$ cat src/pkg/lasc_pkg.sv
/*
  Constants shared by the loop and status control block: register
  selects, status and configuration bit positions, widths, reset values.
  Assumes a core that addresses this block by register select codes.
*/
package lasc_pkg;
  ////////////////////////////////////////////////////////////////////////
  // Widths
  localparam int ADDR_W  = 23;
  localparam int CNT_W   = 14;
  localparam int PAGE_W  = 8;
  localparam int DATA_W  = 16;
  localparam int LVL_W   = 4;
  ////////////////////////////////////////////////////////////////////////
  // Register select codes
  localparam logic [3:0] SEL_TBL   = 4'h0;
  localparam logic [3:0] SEL_PSV   = 4'h1;
  localparam logic [3:0] SEL_RCNT  = 4'h2;
  localparam logic [3:0] SEL_DCNT  = 4'h3;
  localparam logic [3:0] SEL_DBEG  = 4'h4;
  localparam logic [3:0] SEL_DEND  = 4'h5;
  localparam logic [3:0] SEL_SR    = 4'h6;
  localparam logic [3:0] SEL_CFG   = 4'h7;
  localparam logic [3:0] SEL_ECTL  = 4'h8;
  ////////////////////////////////////////////////////////////////////////
  // Status word bit positions
  localparam int SR_C   = 0;
  localparam int SR_Z   = 1;
  localparam int SR_OV  = 2;
  localparam int SR_N   = 3;
  localparam int SR_RA  = 4;
  localparam int SR_IPL = 5;
  localparam int SR_DC  = 8;
  localparam int SR_DA  = 9;
  localparam int SR_SAB = 10;
  localparam int SR_OAB = 11;
  localparam int SR_SB  = 12;
  localparam int SR_SA  = 13;
  localparam int SR_OB  = 14;
  localparam int SR_OA  = 15;
  ////////////////////////////////////////////////////////////////////////
  // Core configuration and exception control
  localparam int CFG_TRAP_PRIORITY_BIT = 3;
  localparam int CFG_EDT  = 11;
  localparam int ECTL_NST = 15;
  localparam logic [15:0] CFG_RST  = 16'h0020;
  localparam logic [15:0] CFG_MASK = 16'h10f7;
  ////////////////////////////////////////////////////////////////////////
  // Reset values and program counter step
  localparam logic [PAGE_W-1:0] PAGE_RST = 8'h00;
  localparam logic [CNT_W-1:0]  CNT_RST  = 14'h0000;
  localparam logic [ADDR_W-1:0] ADDR_RST = 23'h000000;
  localparam logic [ADDR_W-1:0] PC_STEP  = 23'h000002;
endpackage : lasc_pkg

$ cat src/verilog/lasc_shadow.sv
/*
  One-deep hidden shadow register: save copies the input, restore
  presents the held copy. Assumes save and restore never coincide.
*/
`timescale 1ns/1ps
`default_nettype none
module lasc_shadow #(
  parameter int W = 8
) (
  // Clock and reset
  input  wire logic         i_sys_clk,
  input  wire logic         i_rst_n,
  input  wire logic         i_ce,
  // Shadow control
  input  wire logic         i_save,
  input  wire logic         i_restore,
  input  wire logic [W-1:0] i_data,
  output logic      [W-1:0] o_data,
  output logic              o_valid
);
  ////////////////////////////////////////////////////////////////////////
  logic [W-1:0] hold_q;
  logic         valid_q;

  always_ff @(posedge i_sys_clk or negedge i_rst_n)
  begin
    if (!i_rst_n)
    begin
      hold_q  <= '0;
      valid_q <= 1'b0;
    end
    else if (i_ce && i_save)
    begin
      hold_q  <= i_data;
      valid_q <= 1'b1;
    end
    else if (i_ce && i_restore)
      valid_q <= 1'b0;
  end

  assign o_data  = hold_q;
  assign o_valid = valid_q;
endmodule : lasc_shadow
`default_nettype wire

$ cat src/verilog/lasc_core.sv
/*
  Loop and status control of a 16-bit DSP core: page registers, repeat
  counter, hardware loop counter with shadow, status word, priority level.
  Assumes the core sequencer drives one-cycle event strobes on i_sys_clk.
*/
// Notes on behaviour
// - Table page gives upper eight address bits
// - View page selects mapped program region
// - Repeat count loads literal or register
// - Loop count loads literal or low bits
// - Loop start captures following instruction address
// - Loop end address branches to start
// - One-deep shadow for loop count, addresses
// - ALU reports C Z OV N DC
// - Zero flag normal for ordinary instructions
// - Fast save and restore of flags
// - Exception stacks low byte without nibble carry
// - Loop flag spans whole hardware loop
// - Repeat flag set and cleared by repeat
// - Writes to loop flags ignored; early exit
// - Restored zero repeat flag stops repeating
// - Guard spill flag follows guard bits
// - Clip flag sticky until software clear
// - Combined flags OR; combined clear clears both
// - Priority level from status and trap bit
// - Trap bit set only by hardware
// - Exception taken only above priority level
// - Servicing sets level; return restores IPL, not trap bit
// - Nesting block stops preemption
`timescale 1ns/1ps
`default_nettype none
module lasc_core (
  // Clock, reset, enable
  input  wire logic                        i_sys_clk,
  input  wire logic                        i_rst_n,
  input  wire logic                        i_ce,
  // Register access
  input  wire logic                        i_wr_en,
  input  wire logic [3:0]                  i_wr_sel,
  input  wire logic [15:0]                 i_wr_data,
  input  wire logic [3:0]                  i_rd_sel,
  output logic      [15:0]                 o_rd_data,
  // Instruction execution
  input  wire logic                        i_exec_valid,
  input  wire logic [lasc_pkg::ADDR_W-1:0] i_exec_pc,
  input  wire logic                        i_rpt_exec,
  input  wire logic                        i_rpt_step,
  input  wire logic                        i_do_exec,
  input  wire logic                        i_cnt_use_reg,
  input  wire logic [13:0]                 i_imm_count_literal,
  input  wire logic [15:0]                 i_cnt_reg,
  input  wire logic [lasc_pkg::ADDR_W-1:0] i_do_end_addr,
  // ALU and DSP results
  input  wire logic                        i_alu_upd,
  input  wire logic                        i_alu_carry_op,
  input  wire logic [4:0]                  i_alu_flags,
  input  wire logic                        i_fast_save,
  input  wire logic                        i_fast_restore,
  input  wire logic [1:0]                  i_acc_upd,
  input  wire logic [1:0]                  i_acc_guard,
  input  wire logic [1:0]                  i_acc_msb_ovf,
  // Exceptions
  input  wire logic                        i_exc_req,
  input  wire logic [3:0]                  i_exc_level,
  input  wire logic                        i_exc_busy,
  input  wire logic                        i_exc_ret,
  input  wire logic [7:0]                  i_stk_byte,
  input  wire logic                        i_trap_done,
  output logic                             o_exc_take,
  output logic      [7:0]                  o_stk_byte,
  // Control outputs
  output logic      [7:0]                  o_table_page_reg,
  output logic      [7:0]                  o_prog_view_page,
  output logic      [15:0]                 o_status_word,
  output logic                             o_branch_take,
  output logic      [lasc_pkg::ADDR_W-1:0] o_branch_addr
);
  ////////////////////////////////////////////////////////////////////////
  localparam int AW = lasc_pkg::ADDR_W;
  localparam int CW = lasc_pkg::CNT_W;
  localparam int SW = lasc_pkg::CNT_W + 2 * lasc_pkg::ADDR_W;

  function automatic logic hit(input logic en, input logic [3:0] sel,
                               input logic [3:0] want);
    return en && (sel == want);
  endfunction : hit

  function automatic logic [CW-1:0] pick_cnt(input logic use_reg,
                                             input logic [13:0] lit,
                                             input logic [15:0] rv);
    return use_reg ? rv[CW-1:0] : lit;
  endfunction : pick_cnt

  logic [7:0]    tbl_q, psv_q;
  logic [CW-1:0] rcnt_q, lcnt_q;
  logic [AW-1:0] lbeg_q, lend_q, baddr_q;
  logic          c_q, z_q, ov_q, n_q, dc_q, ra_q, da_q;
  logic [2:0]    ipl_q;
  logic [1:0]    oa_q, sa_q;
  logic          trap_priority_bit_q, edt_q, nest_q, take_q, br_q;
  logic [15:0]   cfg_q, rd_q;
  logic [7:0]    stk_q;

  ////////////////////////////////////////////////////////////////////////
  // Register writes
  wire w_tbl  = hit(i_wr_en, i_wr_sel, lasc_pkg::SEL_TBL);
  wire w_psv  = hit(i_wr_en, i_wr_sel, lasc_pkg::SEL_PSV);
  wire w_rcnt = hit(i_wr_en, i_wr_sel, lasc_pkg::SEL_RCNT);
  wire w_dcnt = hit(i_wr_en, i_wr_sel, lasc_pkg::SEL_DCNT);
  wire w_dbeg = hit(i_wr_en, i_wr_sel, lasc_pkg::SEL_DBEG);
  wire w_dend = hit(i_wr_en, i_wr_sel, lasc_pkg::SEL_DEND);
  wire w_sr   = hit(i_wr_en, i_wr_sel, lasc_pkg::SEL_SR);
  wire w_cfg  = hit(i_wr_en, i_wr_sel, lasc_pkg::SEL_CFG);
  wire w_ectl = hit(i_wr_en, i_wr_sel, lasc_pkg::SEL_ECTL);

  ////////////////////////////////////////////////////////////////////////
  // Repeat loop
  wire [CW-1:0] w_rpt_cnt = pick_cnt(i_cnt_use_reg, i_imm_count_literal,
                                     i_cnt_reg);
  wire          w_rpt_last = i_rpt_step && ra_q && (rcnt_q == '0);
  wire [CW-1:0] w_rcnt_d = i_rpt_exec ? w_rpt_cnt :
                         (i_rpt_step && ra_q && !w_rpt_last) ?
                           rcnt_q - 1'b1 :
                         w_rcnt ? i_wr_data[CW-1:0] : rcnt_q;
  // Flag is stacked, so a handler may stop the loop through it
  wire w_ra_d = i_exc_ret ? i_stk_byte[lasc_pkg::SR_RA] :
                i_rpt_exec ? 1'b1 :
                w_rpt_last ? 1'b0 : ra_q;

  ////////////////////////////////////////////////////////////////////////
  // Hardware loop
  wire [CW-1:0] w_do_cnt = pick_cnt(i_cnt_use_reg, i_imm_count_literal,
                                    i_cnt_reg);
  wire [AW-1:0] w_next_pc = i_exec_pc + lasc_pkg::PC_STEP;
  wire w_end_hit = da_q && i_exec_valid && (i_exec_pc == lend_q);
  wire w_done    = w_end_hit && ((lcnt_q == '0) || edt_q);
  wire [SW-1:0] w_sh_out;
  wire          w_sh_valid;
  wire w_sh_save = i_do_exec && da_q;
  wire w_sh_rest = w_done && w_sh_valid;

  lasc_shadow #(.W(SW)) u_loop_shadow (
    .i_sys_clk (i_sys_clk),
    .i_rst_n   (i_rst_n),
    .i_ce      (i_ce),
    .i_save    (w_sh_save),
    .i_restore (w_sh_rest),
    .i_data    ({lcnt_q, lbeg_q, lend_q}),
    .o_data    (w_sh_out),
    .o_valid   (w_sh_valid)
  );

  wire [CW-1:0] w_lcnt_d = i_do_exec ? w_do_cnt :
                         w_sh_rest ? w_sh_out[SW-1 -: CW] :
                         (w_end_hit && !w_done) ? lcnt_q - 1'b1 :
                         w_dcnt ? i_wr_data[CW-1:0] : lcnt_q;
  wire [AW-1:0] w_lbeg_d = i_do_exec ? w_next_pc :
                         w_sh_rest ? w_sh_out[2*AW-1 -: AW] :
                         w_dbeg ? {7'h00, i_wr_data} : lbeg_q;
  wire [AW-1:0] w_lend_d = i_do_exec ? i_do_end_addr :
                         w_sh_rest ? w_sh_out[AW-1:0] :
                         w_dend ? {7'h00, i_wr_data} : lend_q;
  // Software cannot start or stop the loop through this flag
  wire w_da_d = i_do_exec ? 1'b1 :
                (w_done && !w_sh_valid) ? 1'b0 : da_q;
  // Early exit request is consumed when the loop ends; a new write wins
  wire w_edt_d = (w_cfg && i_wr_data[lasc_pkg::CFG_EDT]) ? 1'b1 :
                 w_done ? 1'b0 : edt_q;

  ////////////////////////////////////////////////////////////////////////
  // ALU flags {dc, n, ov, z, c}
  wire [4:0] w_fast;
  lasc_shadow #(.W(5)) u_flag_shadow (
    .i_sys_clk (i_sys_clk),
    .i_rst_n   (i_rst_n),
    .i_ce      (i_ce),
    .i_save    (i_fast_save),
    .i_restore (i_fast_restore),
    .i_data    ({dc_q, n_q, ov_q, z_q, c_q}),
    .o_data    (w_fast),
    .o_valid   ()
  );

  wire [7:0] w_sr_low = {ipl_q, ra_q, n_q, ov_q, z_q, c_q};
  // Multiword compares keep zero across words
  wire w_alu_z = i_alu_carry_op ? (z_q & i_alu_flags[1]) :
                 i_alu_flags[1];
  wire [4:0] w_alu = {i_alu_flags[4:2], w_alu_z, i_alu_flags[0]};
  wire [4:0] w_sw_fl = {i_wr_data[lasc_pkg::SR_DC],
                        i_wr_data[lasc_pkg::SR_N:lasc_pkg::SR_C]};
  wire [4:0] w_fl_mux = i_fast_restore ? w_fast :
                        i_alu_upd ? w_alu :
                        w_sr ? w_sw_fl :
                        {dc_q, n_q, ov_q, z_q, c_q};
  // Nibble carry is not in the stacked byte and survives return
  wire [4:0] w_fl_d = i_exc_ret ?
                      {w_fl_mux[4], i_stk_byte[3:0]} : w_fl_mux;

  ////////////////////////////////////////////////////////////////////////
  // Accumulator flags, index 0 is A
  wire [1:0] w_sa_clr = (w_sr && !i_wr_data[lasc_pkg::SR_SAB]) ? 2'b11 :
                        w_sr ? ~{i_wr_data[lasc_pkg::SR_SB],
                                 i_wr_data[lasc_pkg::SR_SA]} : 2'b00;
  wire [1:0] w_sa_set = i_acc_upd & i_acc_msb_ovf;
  wire [1:0] w_sa_d = w_sa_set | (sa_q & ~w_sa_clr);
  wire [1:0] w_oa_d = (i_acc_upd & i_acc_guard) |
                      (~i_acc_upd & oa_q);

  ////////////////////////////////////////////////////////////////////////
  // Priority level and exception entry
  wire [3:0] w_cpu_lvl = {trap_priority_bit_q, ipl_q};
  wire w_take = i_exc_req && (i_exc_level > w_cpu_lvl) &&
                !(nest_q && i_exc_busy);
  wire [2:0] w_ipl_d = w_take ? i_exc_level[2:0] :
                       i_exc_ret ? i_stk_byte[7:5] :
                       w_sr ? i_wr_data[7:5] : ipl_q;
  // Software may only clear the trap bit; a trap entry wins
  wire w_trap_priority_bit_d = (w_take && i_exc_level[3]) ? 1'b1 :
                  i_trap_done ? 1'b0 :
                  (w_cfg && !i_wr_data[lasc_pkg::CFG_TRAP_PRIORITY_BIT]) ? 1'b0 :
                  trap_priority_bit_q;

  ////////////////////////////////////////////////////////////////////////
  // Read path
  wire [15:0] w_sr_full = {oa_q[0], oa_q[1], sa_q[0], sa_q[1],
                           |oa_q, |sa_q, da_q, dc_q, w_sr_low};
  wire [15:0] w_cfg_rd = (cfg_q & lasc_pkg::CFG_MASK) |
                         {12'h000, trap_priority_bit_q, 3'h0};
  logic [15:0] w_rd;
  always_comb
  begin
    case (i_rd_sel)
      lasc_pkg::SEL_TBL:  w_rd = {8'h00, tbl_q};
      lasc_pkg::SEL_PSV:  w_rd = {8'h00, psv_q};
      lasc_pkg::SEL_RCNT: w_rd = {2'h0, rcnt_q};
      lasc_pkg::SEL_DCNT: w_rd = {2'h0, lcnt_q};
      lasc_pkg::SEL_DBEG: w_rd = lbeg_q[15:0];
      lasc_pkg::SEL_DEND: w_rd = lend_q[15:0];
      lasc_pkg::SEL_SR:   w_rd = w_sr_full;
      lasc_pkg::SEL_CFG:  w_rd = w_cfg_rd;
      lasc_pkg::SEL_ECTL: w_rd = {nest_q, 15'h0000};
      default:            w_rd = 16'h0000;
    endcase
  end

  ////////////////////////////////////////////////////////////////////////
  // State
  always_ff @(posedge i_sys_clk or negedge i_rst_n)
  begin
    if (!i_rst_n)
    begin
      tbl_q  <= lasc_pkg::PAGE_RST;
      psv_q  <= lasc_pkg::PAGE_RST;
      rcnt_q <= lasc_pkg::CNT_RST;
      lcnt_q <= lasc_pkg::CNT_RST;
      lbeg_q <= lasc_pkg::ADDR_RST;
      lend_q <= lasc_pkg::ADDR_RST;
      {dc_q, n_q, ov_q, z_q, c_q} <= 5'h00;
      {ra_q, da_q, edt_q, trap_priority_bit_q, nest_q} <= 5'h00;
      ipl_q  <= 3'h0;
      {oa_q, sa_q} <= 4'h0;
      cfg_q  <= lasc_pkg::CFG_RST;
    end
    else if (i_ce)
    begin
      if (w_tbl) tbl_q <= i_wr_data[7:0];
      if (w_psv) psv_q <= i_wr_data[7:0];
      if (w_cfg) cfg_q <= i_wr_data;
      if (w_ectl) nest_q <= i_wr_data[lasc_pkg::ECTL_NST];
      rcnt_q <= w_rcnt_d;
      lcnt_q <= w_lcnt_d;
      lbeg_q <= w_lbeg_d;
      lend_q <= w_lend_d;
      {dc_q, n_q, ov_q, z_q, c_q} <= w_fl_d;
      ra_q   <= w_ra_d;
      da_q   <= w_da_d;
      edt_q  <= w_edt_d;
      ipl_q  <= w_ipl_d;
      trap_priority_bit_q <= w_trap_priority_bit_d;
      oa_q   <= w_oa_d;
      sa_q   <= w_sa_d;
    end
  end

  // Branch is registered, so the fetch unit must redirect in the
  // cycle it is presented to stay free of extra cycles
  always_ff @(posedge i_sys_clk or negedge i_rst_n)
  begin
    if (!i_rst_n)
    begin
      {take_q, br_q} <= 2'b00;
      {stk_q, rd_q}  <= 24'h000000;
      baddr_q        <= lasc_pkg::ADDR_RST;
    end
    else if (i_ce)
    begin
      take_q  <= w_take;
      stk_q   <= w_take ? w_sr_low : stk_q;
      br_q    <= w_end_hit && !w_done;
      baddr_q <= lbeg_q;
      rd_q    <= w_rd;
    end
  end

  assign o_rd_data        = rd_q;
  assign o_exc_take       = take_q;
  assign o_stk_byte       = stk_q;
  assign o_table_page_reg = tbl_q;
  assign o_prog_view_page = psv_q;
  assign o_status_word    = w_sr_full;
  assign o_branch_take    = br_q;
  assign o_branch_addr    = baddr_q;
endmodule : lasc_core
`default_nettype wire

$ cat config.mk
export PLATFORM = sky130hd
export DESIGN_NAME = lasc_core
export DESIGN_NICKNAME = d
export VERILOG_FILES = /design/src/pkg/lasc_pkg.sv /design/src/verilog/lasc_shadow.sv /design/src/verilog/lasc_core.sv
export SDC_FILE = /design/constraint.sdc
export NUM_CORES = 1
export LEC_CHECK = 0
export ABC_AREA = 1
export BUFFER_PORTS_ARGS = -buffer_cell sky130_fd_sc_hd__buf_2
export CORE_MARGIN = 1.5
export CORE_UTILIZATION = 51
export DETAILED_ROUTE_END_ITERATION = 6
export PLACE_DENSITY = 0.73
export SLEW_MARGIN = 20
export SYNTH_ARGS = -nofsm -noshare
export SYNTH_HDL_FRONTEND = slang
export SYNTH_HIERARCHICAL = 1
export SYNTH_SLANG_ARGS = --single-unit
$ cat constraint.sdc
create_clock -name i_sys_clk -period 4.4 [get_ports i_sys_clk]
set_clock_uncertainty 0.15 [all_clocks]
set_input_delay 0 -clock i_sys_clk [delete_from_list [all_inputs] [get_ports i_sys_clk]]
set_output_delay 0 -clock i_sys_clk [all_outputs]
set_load 0.01 [all_outputs]
==> impl_metrics.yaml <==
status:
  status: "finished with violations"
  violations: "design-rule violations"
power_and_ir_drop:
  p_seq_frac: 0.418
  clock_power_share: 0.343
  p_leak_nw: 8.98
  vdd_ir_drop_max_uv: 344
  p_sw_frac: 0.328
  power.internal_w: 0.00448
  combinationalPowerShare: 0.239
  switchingPower_w: 0.00219
  power.density_mw_per_mm2: 386
synth:
  synth_area_per_cell_um2: 7.01
  syn_inst: 1921
  syn_nets: 2069
  synth_area_mm2: 0.0135
  synth_warnings: 6
route:
  viasPerCell: 5.68
  drc_errors: 3
  totalWireLength_mm: 51.6
  dr.pass1.iters: 7
  wl_per_cell_um: 19.6
  vias: 14926
  antenna_left: 0
  drt-initial-drc-count: 1905
finish:
  final_util: 0.666
  area_growth_syn_to_layout_pct: 28.6
  mostFrequentLayoutCell: "nand2_1"
  drive_above_1_share: 0.140
  regArea_mm2: 0.00576
  multi_input_area_mm2: 0.00660
  diodes: 0
  fillers: 2259
  largest_register_ffs: 60
  final_area_mm2: 0.0173
  num-nets-final: 2422
  final_cell_mix: "nand2_1, dfrtp_1, buf_2"
clock_network:
  numCtsBuffers: 26
  post_cts_resized: 0
  cts_root_buffer: "clkbuf_16"
  cts_tree: "yes"
  htree_levels: 1
  clk_latency_ns: 0.54
  clk_pin_slew_ns: 0.06
  cts_buffer_depth: 3
  clock_sinks: 230
timing:
  setup_viol: 0
  rsz0062_at_grt: "false"
  whs_ns: 0.0113
  slew_violations: 0
  tightest_slew_ns: 0.978
  period_needed_ns: 4.05
  hold_viol: 0
  max_freq_ghz: 0.247
  slew_headroom: 0.346
  setup_tns_ns: 0
  fin_crit_sh: 0.921
global_route:
  overflow: 0
  gr-usage-all-layers: 0.380
  grt_pass1_vias: 14284
  antenna_found_initial: 0
  grt_max_degree: 120
  grt_pass1_wl_mm: 79.2
floorplan:
  die_w_um: 165
  row_count: 59
  die_area_mm2: 0.0274
  core_area_mm2: 0.0260
  start_util: 0.518
  die_h_um: 165
  ios: 221
worst_setup_path:
  cp-start-kind: "flop"
  worstSetupPathType: "reg -> reg"
  cp.arrival_ns: 4.32
  cp.required_ns: 4.67
  crit_fanout: 27
  cp-end-kind: "flop"
placed_design:
  placed_cell_area_mm2: 0.0145
  place.port_buffers: 218
  dp_hpwl_mm: 35.1
  place_congestion: 1.01
worst_hold_path:
  hold_path_class: "in -> async"
run:
  maxCapViolCount: 0
-- layer usage --
layer,wire length (um),vias to the layer above,share of wire,GRT usage
met5,0,-,0,0
met4,2590,0,0.050,0.170
met3,4940,172,0.096,0.0629
met2,23600,882,0.46,0.620
met1,20500,6981,0.40,0.497
li1,-,6891,-,-
-- cell type report --
cell class              count  area share
inverters                 157      0.0341
flip-flops and latches    230       0.333
well taps                 335      0.0242
clock inverters             8     0.00521
multi-input cells        1445       0.381
clock buffers              39      0.0469
repair buffers            414       0.176
-- final timing paths --
path                                                     from                                    to  slack [ns]  cells past startpoint
worst min-delay path                                  i_rst_n             o_stk_byte[6]$_DFFE_PN0P_        0.01                      2
worst max-delay path                    lcnt_q[0]$_DFFE_PN0P_                 lbeg_q[6]$_DFFE_PN0P_        0.35                     12
max in group asynchronous                             i_rst_n  u_loop_shadow/o_data[49]$_DFFE_PN0P_        2.97                      3
worst max register to register          lcnt_q[0]$_DFFE_PN0P_                 lbeg_q[6]$_DFFE_PN0P_        0.35                     12
worst min register to register  o_branch_addr[21]$_DFFE_PN0P_         o_branch_addr[21]$_DFFE_PN0P_        0.31                      2
min in group i_sys_clk                          i_exec_pc[10]                lbeg_q[12]$_DFFE_PN0P_        0.06                      5
-- power groups by stage --
stage	Clock, W	Sequential, W	Combinational (W)
floorplan	0	0.00278	0.000816
global placement	0	0.00280	0.00135
detailed placement	0	0.00280	0.00139
CTS	0.00230	0.00278	0.00156
global route	0.00238	0.00282	0.00177
finish	0.00229	0.00279	0.00160
-- stage by stage --
step | setup WS (ns) | power (W) | std cells
finish | 0.349 | 0.00667 | 2628
global route | 0.158 | 0.00697 | 2628
CTS | 0.460 | 0.00663 | 2628
detailed placement | 1.01 | 0.00419 | 2394
global placement | 1.10 | 0.00415 | 2394
floorplan | 2.29 | 0.00359 | 1921
-- critical path: stages, from the launching register on --
cell and delay, ns:
dfrtp_1 0.49, inv_1 0.15, ha_1 0.23, nand2_1 0.11, nor2_2 0.19, nand2_1 0.11, nand2_2 0.27, nand4_4 0.47
nand2_1 0.18, nand2_1 0.58, nor2_1 0.28, a21oi_1 0.10, dlygate4sd3_1 0.58
-- timing repair --
item / CTS / global route
buffers inserted: 0 / 0
hold buffers: 187 / 0
hold endpoints to repair: 269 / 0
Note: power is estimated with default switching activity, not from simulation.
